[config.mk]
export PLATFORM = sky130hd
export DESIGN_NAME = pmrc_top
export DESIGN_NICKNAME = d
export VERILOG_FILES = /design/src/core/pmrc_pkg.sv /design/src/core/pmrc_sync.sv /design/src/core/pmrc_top.sv
export SDC_FILE = /design/constraint.sdc
export NUM_CORES = 2
export LEC_CHECK = 0
export ABC_AREA = 1
export BUFFER_PORTS_ARGS = -buffer_cell sky130_fd_sc_hd__buf_4
export CORE_MARGIN = 8
export CORE_UTILIZATION = 30
export DETAILED_ROUTE_END_ITERATION = 12
export PLACE_DENSITY = 0.47
export SETUP_SLACK_MARGIN = 0.05
export SLEW_MARGIN = 10
export SYNTH_ARGS = -nofsm -noshare
export SYNTH_HDL_FRONTEND = slang
export SYNTH_HIERARCHICAL = 1
export SYNTH_SLANG_ARGS = --single-unit
[constraint.sdc]
create_clock -name pclk -period 3.04 [get_ports pclk]
set_input_delay 0 -clock pclk [delete_from_list [all_inputs] [get_ports pclk]]
set_output_delay 0 -clock pclk [all_outputs]
set_load 0.02 [all_outputs]
[src/core/pmrc_pkg.sv]
// Constants, types and field layouts of the pixel matrix readout control.
// Assumes one 100 MHz clock domain; every pin is synchronised before use.
//
// Function
// - Direct mode selects one pixel by 9-bit column and line indices.
// - Standard modes scan each cluster line by line, 8 or 16 in parallel.
// - Column token recirculates left to right on the readout clock.
// - Line token per cluster advances when the column token wraps.
// - Read input loads the initial tokens before scanning starts.
// - Region mode works only with the self-trigger enabled.
// - Hit rectangle is widened by 10 pixels, or 20 with wide margin.
// - Region mode scans the widened rectangle as one cluster.
// - Corners are presented after acquisition and marked by the valid flag.
// - Write mode picks one pixel, odd columns, even columns or all.
// - Test charge is injected on the rising edge of the write input.
// - Mask input disables the addressed pixel; both modes must be 00.
// - Enable-all input clears every pixel trigger-disable bit.
// - Load-default sets modes 00, enables 0 and both indices 511.
// - Trigger output is driven only with the self-trigger enabled.
// - Column position advances on each falling readout clock edge.
// - Done flag rises at scan end in read modes 01, 10 and 11.
// - Analog clear returns pixels to tracking and clears trigger latches.
// - Serial data sampled on falling serial clock, changed on rising.
// - Load strobes copy the serial register to settings or address.
// - Fetch strobes copy settings or corners into the serial register.
package pmrc_pkg;
   // --------------------------------------------------------------------
   // Matrix geometry and counts
   // --------------------------------------------------------------------
   localparam int         NCOL        = 300;
   localparam int         NLINE       = 352;
   localparam int         NBUF        = 16;
   localparam logic [8:0] COL_LAST    = 9'h12b;  // Column 299.
   localparam logic [8:0] LINE_LAST   = 9'h15f;  // Line 351.
   localparam logic [8:0] H_CLUS8     = 9'h02c;  // 44 lines a cluster.
   localparam logic [8:0] H_CLUS16    = 9'h016;  // 22 lines a cluster.
   localparam logic [8:0] MARGIN_NARROW = 9'h00a;
   localparam logic [8:0] MARGIN_WIDE   = 9'h014;
   localparam logic [8:0] ADDR_DEFAULT  = 9'h1ff;
   localparam int         SREG_W      = 36;
   localparam int         NPIN        = 32;
   // --------------------------------------------------------------------
   // APB register offsets and reset values
   // --------------------------------------------------------------------
   localparam logic [11:0] OFS_SETTINGS = 12'h000;
   localparam logic [11:0] OFS_ADDRESS  = 12'h004;
   localparam logic [11:0] OFS_STATUS   = 12'h008;
   localparam logic [11:0] OFS_CORNERS  = 12'h00c;

   typedef enum logic [1:0] {RM_DIRECT, RM_CLUS8, RM_CLUS16, RM_ROI}
      pmrc_rmode_e;
   typedef enum logic [1:0] {SC_IDLE, SC_SCAN, SC_DONE} pmrc_scan_e;

   typedef struct packed {
      pmrc_rmode_e read_mode;
      logic [1:0]  write_mode_select;
      logic        self_trigger_enable;
      logic        wide_margin_select;
   } pmrc_cfg_s;

   typedef struct packed {
      logic [8:0] col;
      logic [8:0] line;
   } pmrc_addr_s;

   typedef struct packed {
      logic [8:0] xmin;
      logic [8:0] ymin;
      logic [8:0] xmax;
      logic [8:0] ymax;
   } pmrc_corner_s;

   // Synchronised pin group, one bit or field per pin.
   typedef struct packed {
      logic       sck;
      logic       serial_in;
      logic       copy_to_settings;
      logic       copy_to_address;
      logic       fetch_settings;
      logic       fetch_roi_corners;
      logic       load_default_settings;
      logic       enable_all_pixel_trigger;
      logic       pixel_mask_strobe;
      logic       test_write;
      logic       read_start;
      logic       column_step_clock;
      logic       analog_memory_clear;
      logic       trigger_gate_window;
      logic [8:0] hit_col;
      logic [8:0] hit_line;
   } pmrc_pins_s;

   localparam pmrc_cfg_s  CFG_RESET  = '{RM_DIRECT, 2'h0, 1'b0, 1'b0};
   localparam pmrc_addr_s ADDR_RESET = '{ADDR_DEFAULT, ADDR_DEFAULT};
endpackage

[src/core/pmrc_sync.sv]
// Two-flop synchroniser for a group of asynchronous pins.
// Assumes the group's bits change slowly against the sampling clock.
`timescale 1ns/1ns
`default_nettype none
module pmrc_sync
#(
   parameter int W = 1
)
(
   input  wire logic         pclk,
   input  wire logic         presetn,
   input  wire logic [W-1:0] async_in,
   output logic      [W-1:0] sync_out
);
   logic [W-1:0] stage1;

   // The first stage feeds only the second; metastability settles there.
   always_ff @(posedge pclk or negedge presetn)
   begin
      if (!presetn)
      begin
         stage1   <= '0;
         sync_out <= '0;
      end
      else
      begin
         stage1   <= async_in;
         sync_out <= stage1;
      end
   end
endmodule // pmrc_sync
`default_nettype wire

[src/core/pmrc_top.sv]
// Digital readout control of the pixel matrix: settings, serial port,
// token scan, region of interest, injection and mask strobes, APB view.
// Assumes pins are asynchronous and the matrix decodes the select outputs.
//
// Decided for this implementation: the register addresses and register access over APB.
`timescale 1ns/1ns
`default_nettype none
module pmrc_top
   import pmrc_pkg::*;
(
   input  wire logic          pclk,
   input  wire logic          presetn,
   input  wire logic          psel,
   input  wire logic          penable,
   input  wire logic          pwrite,
   input  wire logic [11:0]   paddr,
   input  wire logic [31:0]   pwdata,
   output logic      [31:0]   prdata,
   output logic               pready,
   output logic               pslverr,
   input  wire logic          sck,
   input  wire logic          serial_in,
   input  wire logic          copy_to_settings,
   input  wire logic          copy_to_address,
   input  wire logic          fetch_settings,
   input  wire logic          fetch_roi_corners,
   input  wire logic          load_default_settings,
   input  wire logic          enable_all_pixel_trigger,
   input  wire logic          pixel_mask_strobe,
   input  wire logic          test_write,
   input  wire logic          read_start,
   input  wire logic          column_step_clock,
   input  wire logic          analog_memory_clear,
   input  wire logic          trigger_gate_window,
   input  wire logic          hit_valid,
   input  wire logic [8:0]    hit_col,
   input  wire logic [8:0]    hit_line,
   output logic               serial_out,
   output logic               trigger_pulse_out,
   output logic               readout_done_flag,
   output logic               roi_valid_flag,
   output logic [NCOL-1:0]    col_select,
   output logic [NLINE-1:0]   line_select,
   output logic [NBUF-1:0]    buffer_enable,
   output logic               inject_pulse,
   output logic [1:0]         inject_mode,
   output logic [8:0]         pixel_col,
   output logic [8:0]         pixel_line,
   output logic               mask_pulse,
   output logic               unmask_all_pulse,
   output logic               analog_clear_pulse
);
   // --------------------------------------------------------------------
   // Pin synchronisation and edge detection
   // --------------------------------------------------------------------
   pmrc_pins_s raw_pins, pin, pin_d;
   logic       hit_s, hit_d;
   assign raw_pins = '{sck, serial_in, copy_to_settings, copy_to_address,
                       fetch_settings, fetch_roi_corners,
                       load_default_settings, enable_all_pixel_trigger,
                       pixel_mask_strobe, test_write, read_start,
                       column_step_clock, analog_memory_clear,
                       trigger_gate_window, hit_col, hit_line};

   // Hit coordinates ride with their strobe; they must be stable meanwhile.
   pmrc_sync #(.W(NPIN + 1)) u_sync
   (
      .pclk     (pclk),
      .presetn  (presetn),
      .async_in ({raw_pins, hit_valid}),
      .sync_out ({pin, hit_s})
   );

   // Delayed copies give the edges of every synchronised pin.
   always_ff @(posedge pclk or negedge presetn)
   begin
      if (!presetn)
      begin
         pin_d <= '0;
         hit_d <= 1'b0;
      end
      else
      begin
         pin_d <= pin;
         hit_d <= hit_s;
      end
   end

   pmrc_pins_s rise, fall;
   logic       hit_rise;
   assign rise     = pin & ~pin_d;
   assign fall     = ~pin & pin_d;
   assign hit_rise = hit_s & ~hit_d;

   // --------------------------------------------------------------------
   // Settings and address registers
   // --------------------------------------------------------------------
   pmrc_cfg_s    cfg;
   pmrc_addr_s   addr;
   pmrc_corner_s corners;
   logic [SREG_W-1:0] sreg;
   logic         apb_wr;
   assign apb_wr = psel & penable & pready & pwrite;

   // Default load wins over the serial copy, which wins over the bus.
   always_ff @(posedge pclk or negedge presetn)
   begin
      if (!presetn)
      begin
         cfg  <= CFG_RESET;
         addr <= ADDR_RESET;
      end
      else if (rise.load_default_settings)
      begin
         cfg  <= CFG_RESET;
         addr <= ADDR_RESET;
      end
      else
      begin
         if (rise.copy_to_settings)
            cfg <= pmrc_cfg_s'(sreg[5:0]);
         else if (apb_wr && paddr == OFS_SETTINGS)
            cfg <= pmrc_cfg_s'(pwdata[5:0]);
         if (rise.copy_to_address)
            addr <= pmrc_addr_s'(sreg[17:0]);
         else if (apb_wr && paddr == OFS_ADDRESS)
            addr <= pmrc_addr_s'(pwdata[17:0]);
      end
   end

   // --------------------------------------------------------------------
   // Serial shift register
   // --------------------------------------------------------------------
   // Sampling on the falling edge leaves half a period of setup after the
   // output change on the rising edge.
   always_ff @(posedge pclk or negedge presetn)
   begin
      if (!presetn)
         sreg <= '0;
      else if (rise.fetch_settings)
         sreg <= {30'h0, cfg};
      else if (rise.fetch_roi_corners)
         sreg <= corners;
      else if (fall.sck)
         sreg <= {sreg[SREG_W-2:0], pin.serial_in};
   end

   always_ff @(posedge pclk or negedge presetn)
   begin
      if (!presetn)
         serial_out <= 1'b0;
      else if (rise.sck)
         serial_out <= sreg[SREG_W-1];
   end

   // --------------------------------------------------------------------
   // Region of interest
   // --------------------------------------------------------------------
   pmrc_corner_s ext;
   logic         hit_seen;
   logic [8:0]   margin;
   assign margin = cfg.wide_margin_select ? MARGIN_WIDE : MARGIN_NARROW;

   // Extents grow with each latched hit; a set beats a same-cycle clear.
   always_ff @(posedge pclk or negedge presetn)
   begin
      if (!presetn)
      begin
         ext            <= '{9'h1ff, 9'h1ff, 9'h000, 9'h000};
         hit_seen       <= 1'b0;
         corners        <= '0;
         roi_valid_flag <= 1'b0;
      end
      else
      begin
         if (rise.analog_memory_clear)
         begin
            ext            <= '{9'h1ff, 9'h1ff, 9'h000, 9'h000};
            hit_seen       <= 1'b0;
            roi_valid_flag <= 1'b0;
         end
         if (hit_rise && cfg.self_trigger_enable && pin.trigger_gate_window)
         begin
            hit_seen <= 1'b1;
            if (pin.hit_col < ext.xmin)
               ext.xmin <= pin.hit_col;
            if (pin.hit_line < ext.ymin)
               ext.ymin <= pin.hit_line;
            if (pin.hit_col > ext.xmax)
               ext.xmax <= pin.hit_col;
            if (pin.hit_line > ext.ymax)
               ext.ymax <= pin.hit_line;
         end
         // Acquisition ends when the gate closes after a trigger.
         if (fall.trigger_gate_window && hit_seen)
         begin
            corners.xmin <= (ext.xmin < margin) ? 9'h000
                            : ext.xmin - margin;
            corners.ymin <= (ext.ymin < margin) ? 9'h000
                            : ext.ymin - margin;
            corners.xmax <= (ext.xmax > COL_LAST - margin) ? COL_LAST
                            : ext.xmax + margin;
            corners.ymax <= (ext.ymax > LINE_LAST - margin) ? LINE_LAST
                            : ext.ymax + margin;
            roi_valid_flag <= 1'b1;
         end
      end
   end

   // --------------------------------------------------------------------
   // Token scan
   // --------------------------------------------------------------------
   pmrc_scan_e state;
   logic [8:0] col_pos, line_pos, col_first, col_end, line_first, line_end;
   logic       roi_ok;
   assign roi_ok = cfg.self_trigger_enable;

   // Scan bounds per read mode; region mode uses the widened rectangle.
   always_comb
   begin
      col_first  = 9'h000;
      col_end    = COL_LAST;
      line_first = 9'h000;
      line_end   = H_CLUS16 - 9'h001;
      case (cfg.read_mode)
         RM_CLUS8:
            line_end = H_CLUS8 - 9'h001;
         RM_ROI:
         begin
            col_first  = corners.xmin;
            col_end    = corners.xmax;
            line_first = corners.ymin;
            line_end   = corners.ymax;
         end
         default:
            line_end = H_CLUS16 - 9'h001;
      endcase
   end

   // Read loads the tokens; each falling readout clock steps the column.
   always_ff @(posedge pclk or negedge presetn)
   begin
      if (!presetn)
      begin
         state             <= SC_IDLE;
         col_pos           <= '0;
         line_pos          <= '0;
         readout_done_flag <= 1'b0;
      end
      else if (rise.read_start)
      begin
         col_pos           <= col_first;
         line_pos          <= line_first;
         readout_done_flag <= 1'b0;
         if (cfg.read_mode != RM_DIRECT &&
             (cfg.read_mode != RM_ROI || roi_ok))
            state <= SC_SCAN;
      end
      else if (!pin.read_start)
         state <= SC_IDLE;
      else
      begin
         case (state)
            SC_SCAN:
               if (fall.column_step_clock)
               begin
                  if (col_pos != col_end)
                     col_pos <= col_pos + 9'h001;
                  else
                  begin
                     col_pos <= col_first;
                     if (line_pos != line_end)
                        line_pos <= line_pos + 9'h001;
                     else
                     begin
                        state             <= SC_DONE;
                        readout_done_flag <= 1'b1;
                     end
                  end
               end
            default:
               state <= state;
         endcase
      end
   end

   // Select lines from flops: one pixel in direct mode, tokens otherwise.
   always_ff @(posedge pclk or negedge presetn)
   begin
      if (!presetn)
      begin
         col_select  <= '0;
         line_select <= '0;
      end
      else
      begin
         for (int i = 0; i < NCOL; i++)
            col_select[i] <= pin.read_start &&
               ((cfg.read_mode == RM_DIRECT) ? addr.col == 9'(i)
                : (state == SC_SCAN && col_pos == 9'(i)));
         for (int l = 0; l < NLINE; l++)
         begin
            case (cfg.read_mode)
               RM_DIRECT:
                  line_select[l] <= pin.read_start
                                    && addr.line == 9'(l);
               RM_CLUS8:
                  line_select[l] <= state == SC_SCAN
                                    && line_pos == 9'(l % 44);
               RM_CLUS16:
                  line_select[l] <= state == SC_SCAN
                                    && line_pos == 9'(l % 22);
               default:
                  line_select[l] <= state == SC_SCAN
                                    && line_pos == 9'(l);
            endcase
         end
      end
   end

   // --------------------------------------------------------------------
   // Strobes toward the matrix
   // --------------------------------------------------------------------
   // Mask bits live in the pixels and are lost at power-up; only the
   // controller can restore them.
   always_ff @(posedge pclk or negedge presetn)
   begin
      if (!presetn)
      begin
         trigger_pulse_out  <= 1'b0;
         inject_pulse       <= 1'b0;
         inject_mode        <= 2'h0;
         mask_pulse         <= 1'b0;
         unmask_all_pulse   <= 1'b0;
         analog_clear_pulse <= 1'b0;
         buffer_enable      <= '0;
         pixel_col          <= ADDR_DEFAULT;
         pixel_line         <= ADDR_DEFAULT;
      end
      else
      begin
         trigger_pulse_out  <= cfg.self_trigger_enable & hit_s
                               & pin.trigger_gate_window;
         inject_pulse       <= rise.test_write;
         inject_mode        <= cfg.write_mode_select;
         mask_pulse         <= rise.pixel_mask_strobe
                               && cfg.read_mode == RM_DIRECT
                               && cfg.write_mode_select == 2'h0;
         unmask_all_pulse   <= rise.enable_all_pixel_trigger;
         analog_clear_pulse <= rise.analog_memory_clear;
         pixel_col          <= addr.col;
         pixel_line         <= addr.line;
         case (cfg.read_mode)
            RM_CLUS8:  buffer_enable <= 16'h00ff;
            RM_CLUS16: buffer_enable <= 16'hffff;
            default:   buffer_enable <= 16'h0001;
         endcase
      end
   end

   // --------------------------------------------------------------------
   // APB slave, one wait state
   // --------------------------------------------------------------------
   always_ff @(posedge pclk or negedge presetn)
   begin
      if (!presetn)
      begin
         pready  <= 1'b0;
         prdata  <= '0;
         pslverr <= 1'b0;
      end
      else
      begin
         pready  <= psel & penable & ~pready;
         pslverr <= 1'b0;
         prdata  <= '0;
         if (psel && penable && !pready)
         begin
            if (paddr == OFS_SETTINGS)
               prdata <= {26'h0, cfg};
            else if (paddr == OFS_ADDRESS)
               prdata <= {14'h0, addr};
            else if (paddr == OFS_STATUS)
               prdata <= {11'h0, line_pos, col_pos,
                          state == SC_SCAN, roi_valid_flag,
                          readout_done_flag};
            else if (paddr == OFS_CORNERS)
               prdata <= {28'h0, corners[35:32]};
            else
               pslverr <= 1'b1;
         end
      end
   end
endmodule // pmrc_top
`default_nettype wire

# After elaboration in Yosys (flattened, before gate mapping)
# Cells that the tools add are included.
# Widths: inputs -> output; s select.
# word_totals
regBits	982
inputBits	82
output_inout_bits	730
word_cells	3453
# op_classes
n_addsub	8
n_lt_le_gt_ge	8
eq_ne	1317
mux	714
bitwise	13
n_reduce_logical	1338
# ops
cell	count
$eq 9x8->1 const B	512
$eq 9x9->1 const B	280
$eq 9x7->1 const B	256
$logic_and 1x1->1	1314
$eq 9x6->1 const B	128
$eq 9x5->1 const B	64
$pmux 1 s3	154
$pmux 1 s2	176
$mux 1	336
$eq 9x4->1 const B	32
$mux 9	22
$mux 36	5
$eq 9x3->1 const B	16
$eq 9x2->1 const B	8
$and 32x32->32	2
$mux 32	2
$not 32->32	2
$mux 18	3
$mux 21	2
$eq 9x1->1 const B	4
$gt 9x9->1	4
$logic_not 9->1	4
$pmux 16 s2	1
$eq 12x4->1 const B	2
other kinds (29)	69

# Longest topological paths before layout
# depth
ltp_word	9
ltp_mapped	14
mapped_depth_nobuf	14

# Modules after synthesis
# The synthesis kept the hierarchy.
# by_module_without_submodules
module	instances	cells_per_inst	area_each_um2	seq_area_each_um2
pmrc_top	1	5364	42908.7	21913.5
pmrc_sync	1	66	1651.6	1651.6

# Worst setup path before layout
# Ideal clock, no wire load.
# synth_path
kind	flip-flop to flip-flop
start	reg cfg[0] in the netlist's numbering
end	reg corners[27] in the netlist's numbering
setup_ps	83
t_arrival_ps	2423
required_ps	2957
setup_slack_ps	534
path_stages_with_launch	11
path_buffers	0
period_less_slack_ps	2506
path_cell_list	dfrtp_1 inv_1 ha_1 fa_1 inv_1 nand2_1 nand2_1 a21oi_1 a21oi_1 inv_1 o22ai_1
# synth_via
elab_chain_len	3
# synth_rtl
item	line	text
start, declared	pmrc_top.sv:98	pmrc_cfg_s cfg;
start signal, assigned	pmrc_top.sv:121	cfg <= pmrc_cfg_s'(sreg[5:0]);
start signal, assigned	pmrc_top.sv:123	cfg <= pmrc_cfg_s'(pwdata[5:0]);
$mux 5	pmrc_top.sv:162	assign margin = cfg.wide_margin_select ? MARGIN_WIDE : MARGIN_NARROW;
$lt 9x5->1	pmrc_top.sv:197	corners.xmin <= (ext.xmin < margin) ? 9'h000
$mux 9	pmrc_top.sv:197	
end, declared	pmrc_top.sv:100	pmrc_corner_s corners;
# Every way passes these cells.
# A chain may end at the register's enable or synchronous reset.

# Worst setup path in the final report
# layout_path
start	reg line_pos[7]
end	reg line_select[207]
# layout_via
elab_chain_len	3
word_cells_on_any_way	7
cone_classes	3 x eq/ne; 1 x mux; 3 x reduce/logical
# layout_rtl
item	line	text
start, declared	pmrc_top.sv:214	logic [8:0] col_pos, line_pos, col_first, col_end, line_first, line_end;
start signal, assigned	pmrc_top.sv:253	line_pos <= line_first;
start signal, assigned	pmrc_top.sv:273	line_pos <= line_pos + 9'h001;
$eq 9x8->1 (tied with other cells)	pmrc_top.sv:315	&& line_pos == 9'(l);
$logic_and 1x1->1 (on tied branches)	pmrc_top.sv:315, pmrc_top.sv:309, pmrc_top.sv:312	
$pmux 1 s3 (*)	pmrc_top.sv:303	case (cfg.read_mode)
end signal, assigned by index	pmrc_top.sv:305	line_select[l] <= pin.read_start
end signal, assigned by index	pmrc_top.sv:308	line_select[l] <= state == SC_SCAN
end signal, assigned by index	pmrc_top.sv:314	line_select[l] <= state == SC_SCAN
end, declared	pmrc_top.sv:43	output logic [NLINE-1:0] line_select,
# Every way passes the cells marked *; elsewhere a longest branch is shown, timed or not.

==> reports/qor.txt <==
worst-margin pin slew: 1.45 ns
global-route wire length before repair: 339000 um
Die ar.: 0.161 sq mm
crit path max fanout: 10
deepest clock path buffer count: 3
Adder-Cell Fraction of Synth Area: 0.0216
synthesis-to-finish area growth: 32.9%
P_int: 25.2 mW
Final Hold Viols: 0
VDD IR-drop max: 0.000557 V
Clock Power Share: 0.383
Yosys reg bits: 939
Post-Layout Inst Area: 0.0592 sq mm
post-synthesis sequential area ratio: 0.529
cell leakage power: 29.6 nW
main combinational cell family by area after synthesis: compound AO/OA/AOI/OAI gates
Yosys warnings: 6
CP Data Arrival Time: 3.60 ns
via count of the first global-routing pass: 43700
Final WS setup: 0.0836 ns
number of flops mapped to enable cells by yosys: 0
Die Wd: 401 um
switching pwr: 13.3 mW
ranking of synthesized cells by area: dfrtp_1 50%, o21ai_0 13%, nand2_1 10%, inv_1 5.0%, dfstp_2 3.2%
via/cell ratio: 5.34
Final Net Count: 6545
xor and xnor area share after synthesis: 0.00531
Row Count: 141
top_reg_cell synth: dfrtp_1
Final Routed Wirelength: 242000 um
Pre-Repair DR Iteration Count: 6
io pins: 812
DP Area: 0.0541 sq mm
Max-slew headroom: 0.0275
crit path cell chain: inv_1 > nand2_1 > nor2_4 > inv_2 > nor2_1 > nand3_1 > nand2_2 > buf_4 > a21oi_1 > o22ai_1
CP required: 3.68 ns
gp weighted congestion: 0.982
Worst-path clk slew: 0.06 ns
Place WS: 0.0267 ns
WHS: 0.0801 ns
CP max stage delay: 0.46 ns
gr usage total: 0.287
largest net degree at the start of global routing: 299
most frequent cells in the layout: 1195 x nand2_1, 1181 x o21ai_0, 1064 x buf_4
maxcap violations: 0
period utilization: 0.972
leading cell type in the layout, fill and taps excluded: nand2_1
Vias: 45000
Starting DRT DRC Count: 5787
Slowest cell on crit path: dfrtp_1
Final ANT Viol Nets: 0
FFs w/ async S/R, synth: 1.00
Synth Area in Simple Gates: 0.168
Yosys top cell area share: 0.497
total negative slack: 0 ns
worst skew pair latency: 0.75 ns
Cells after Synth: 5430
kind of end point of the critical path: register
initial antenna violation count: 22
Seq pwr share: 0.385
HP Class: input pin to register
Synth area leader: dfrtp_1
CTS Root Cell: clkbuf_16
die height: 401 um
Clock Skews: 0.0646 ns
switching part of the total: 0.345
Synth Area in Compound Gates: 0.187
port bufs: 786
crit path time final: 2.96 ns
post-DP HPWL: 179000 um
Final Max Slew Viols: 0
Startpoint Class: register
outcome: finished, final reports clean
Placeable Area: 0.148 sq mm
Netlist cell types: 57
Crit Path Category: register to register
mux contribution to synthesized area: 0
Avg Cell Area, Syn: 8.21 sq um
Syn Std Cell Area: 0.0446 sq mm
WL/cell: 28.8 um
pwr dens: 649 mW/mm^2
Remaining Overflow, GRT: 0
Starting Density: 0.302
clock tree sinks: 939
H-tree depth: 3
FMAX: 338 MHz
share of cells above drive strength 1: 0.227
final setup fails: 0
CTS tree: yes
Inserted Clock Buffers: 109
Residual DRC: 0
RSZ-0062 raised after global routing: no
Comb pwr share: 0.232
synthesized netlist by cell type, types with 7 or more instances:
cell and instances:
o22ai_1 120, inv_2 32, buf_4 33, dfrtp_1 885, dfstp_2 54, nor2_4 12
clkbuf_1 262, o21ai_0 1182, o211ai_1 13, buf_1 17, nor3_1 16, nor3_2 7
nor2_2 30, buf_2 37, nor2_1 292, nand2_1 1198, inv_1 596, nand4_1 23
xor2_1 21, o21ai_1 62, a21oi_1 136, buf_6 8, nand2_2 18, a31oi_1 32
o31ai_1 10, ha_1 69, nand3_1 193
area by class of cell:
class	instances	area, sq um
timing repair buffer	1195	9610
fill	15000	88500
antenna	7	17.5
clock buffer	147	3150
multi-input combinational	3511	17200
inverter	633	2380
tap	1930	2410
clock inverter	58	892
sequential	939	23600
power groups by stage:
stage / registers (mW) / clock network, mW / logic [mW]
after global placement: 15.0 / 0 / 8.62
final: 14.8 / 14.7 / 8.92
after CTS: 14.8 / 15.0 / 8.80
after floorplan: 15.2 / 0 / 4.02
after global routing: 14.9 / 15.4 / 9.59
after detailed placement: 15.0 / 0 / 8.68
critical path: cells and delay by family (launching register included):
family / cells / cell delay (ns)
AND/OR/NAND/NOR: 5 / 1.47
AO/OA/AOI/OAI: 2 / 0.19
flip-flops: 1 / 0.46
buffers and inverters: 3 / 0.70
routing by layer:
metal,vias up,share of wire,GRT usage
li1,19600,-,-
met2,2567,0.44,0.434
met5,-,0.00078,0
met1,22200,0.40,0.376
met3,567,0.10,0.0820
met4,20,0.058,0.145
registers in the layout, indices dropped and copies added, names as in the netlist, 2 cells and up:
| signal | cells |
|---|---|
| buffer_enable | 3 |
| ext | 36 |
| pin_d | 13 |
| pixel_col | 9 |
| line_select | 352 |
| u_sync/sync_out | 33 |
| sreg | 36 |
| u_sync/stage1 | 33 |
| inject_mode | 2 |
| state | 2 |
| cfg | 5 |
| corners | 36 |
| prdata | 21 |
| addr | 18 |
| col_select | 300 |
| col_pos | 9 |
| pixel_line | 9 |
| line_pos | 9 |
path summary, 6_finish.rpt:
path / startpoint / end / slack, ns / cells past startpoint
worst max-delay path: line_pos[7] / line_select[207] / 0.08 / 10
worst min-delay path: paddr[9] / prdata[2] / 0.08 / 8
worst max register to register: line_pos[7] / line_select[207] / 0.08 / 10
worst min register to register: u_sync/stage1[6] / u_sync/sync_out[6] / 0.34 / 0
max in group asynchronous: presetn / line_select[286] / 1.70 / 4
min in group asynchronous: presetn / ext[26] / 0.55 / 3
logic make-up after synthesis:
group / after synthesis
adders and majority gates: 74
AOI/OAI and AO/OA: 1590
DFF: 939
xor gates and xnor gates: 27
other: 2
buffers and inverters: 990
and+or+nand+nor: 1808
through the flow:
| step | power (mW) | utilization | std cells |
|---|---|---|---|
| 3_3_place_gp | 23.6 | 0.366 | 8108 |
| 2_1_floorplan | 19.2 | - | 5440 |
| 4_1_cts | 38.6 | 0.401 | 8413 |
| 3_5_place_dp | 23.7 | 0.366 | 8108 |
| 5_1_grt | 39.9 | 0.401 | 8413 |
| 6_report | 38.4 | 0.401 | 8420 |
repair_timing:
action / in CTS / in global routing
endpoints found under the hold margin: 960 / 0
gates resized for setup: 2 / 6
setup buffers: 0 / 0
hold buffers: 100 / 0
setup endpoints to repair: 3 / 15
No activity file was read; power rests on OpenSTA's default activity.
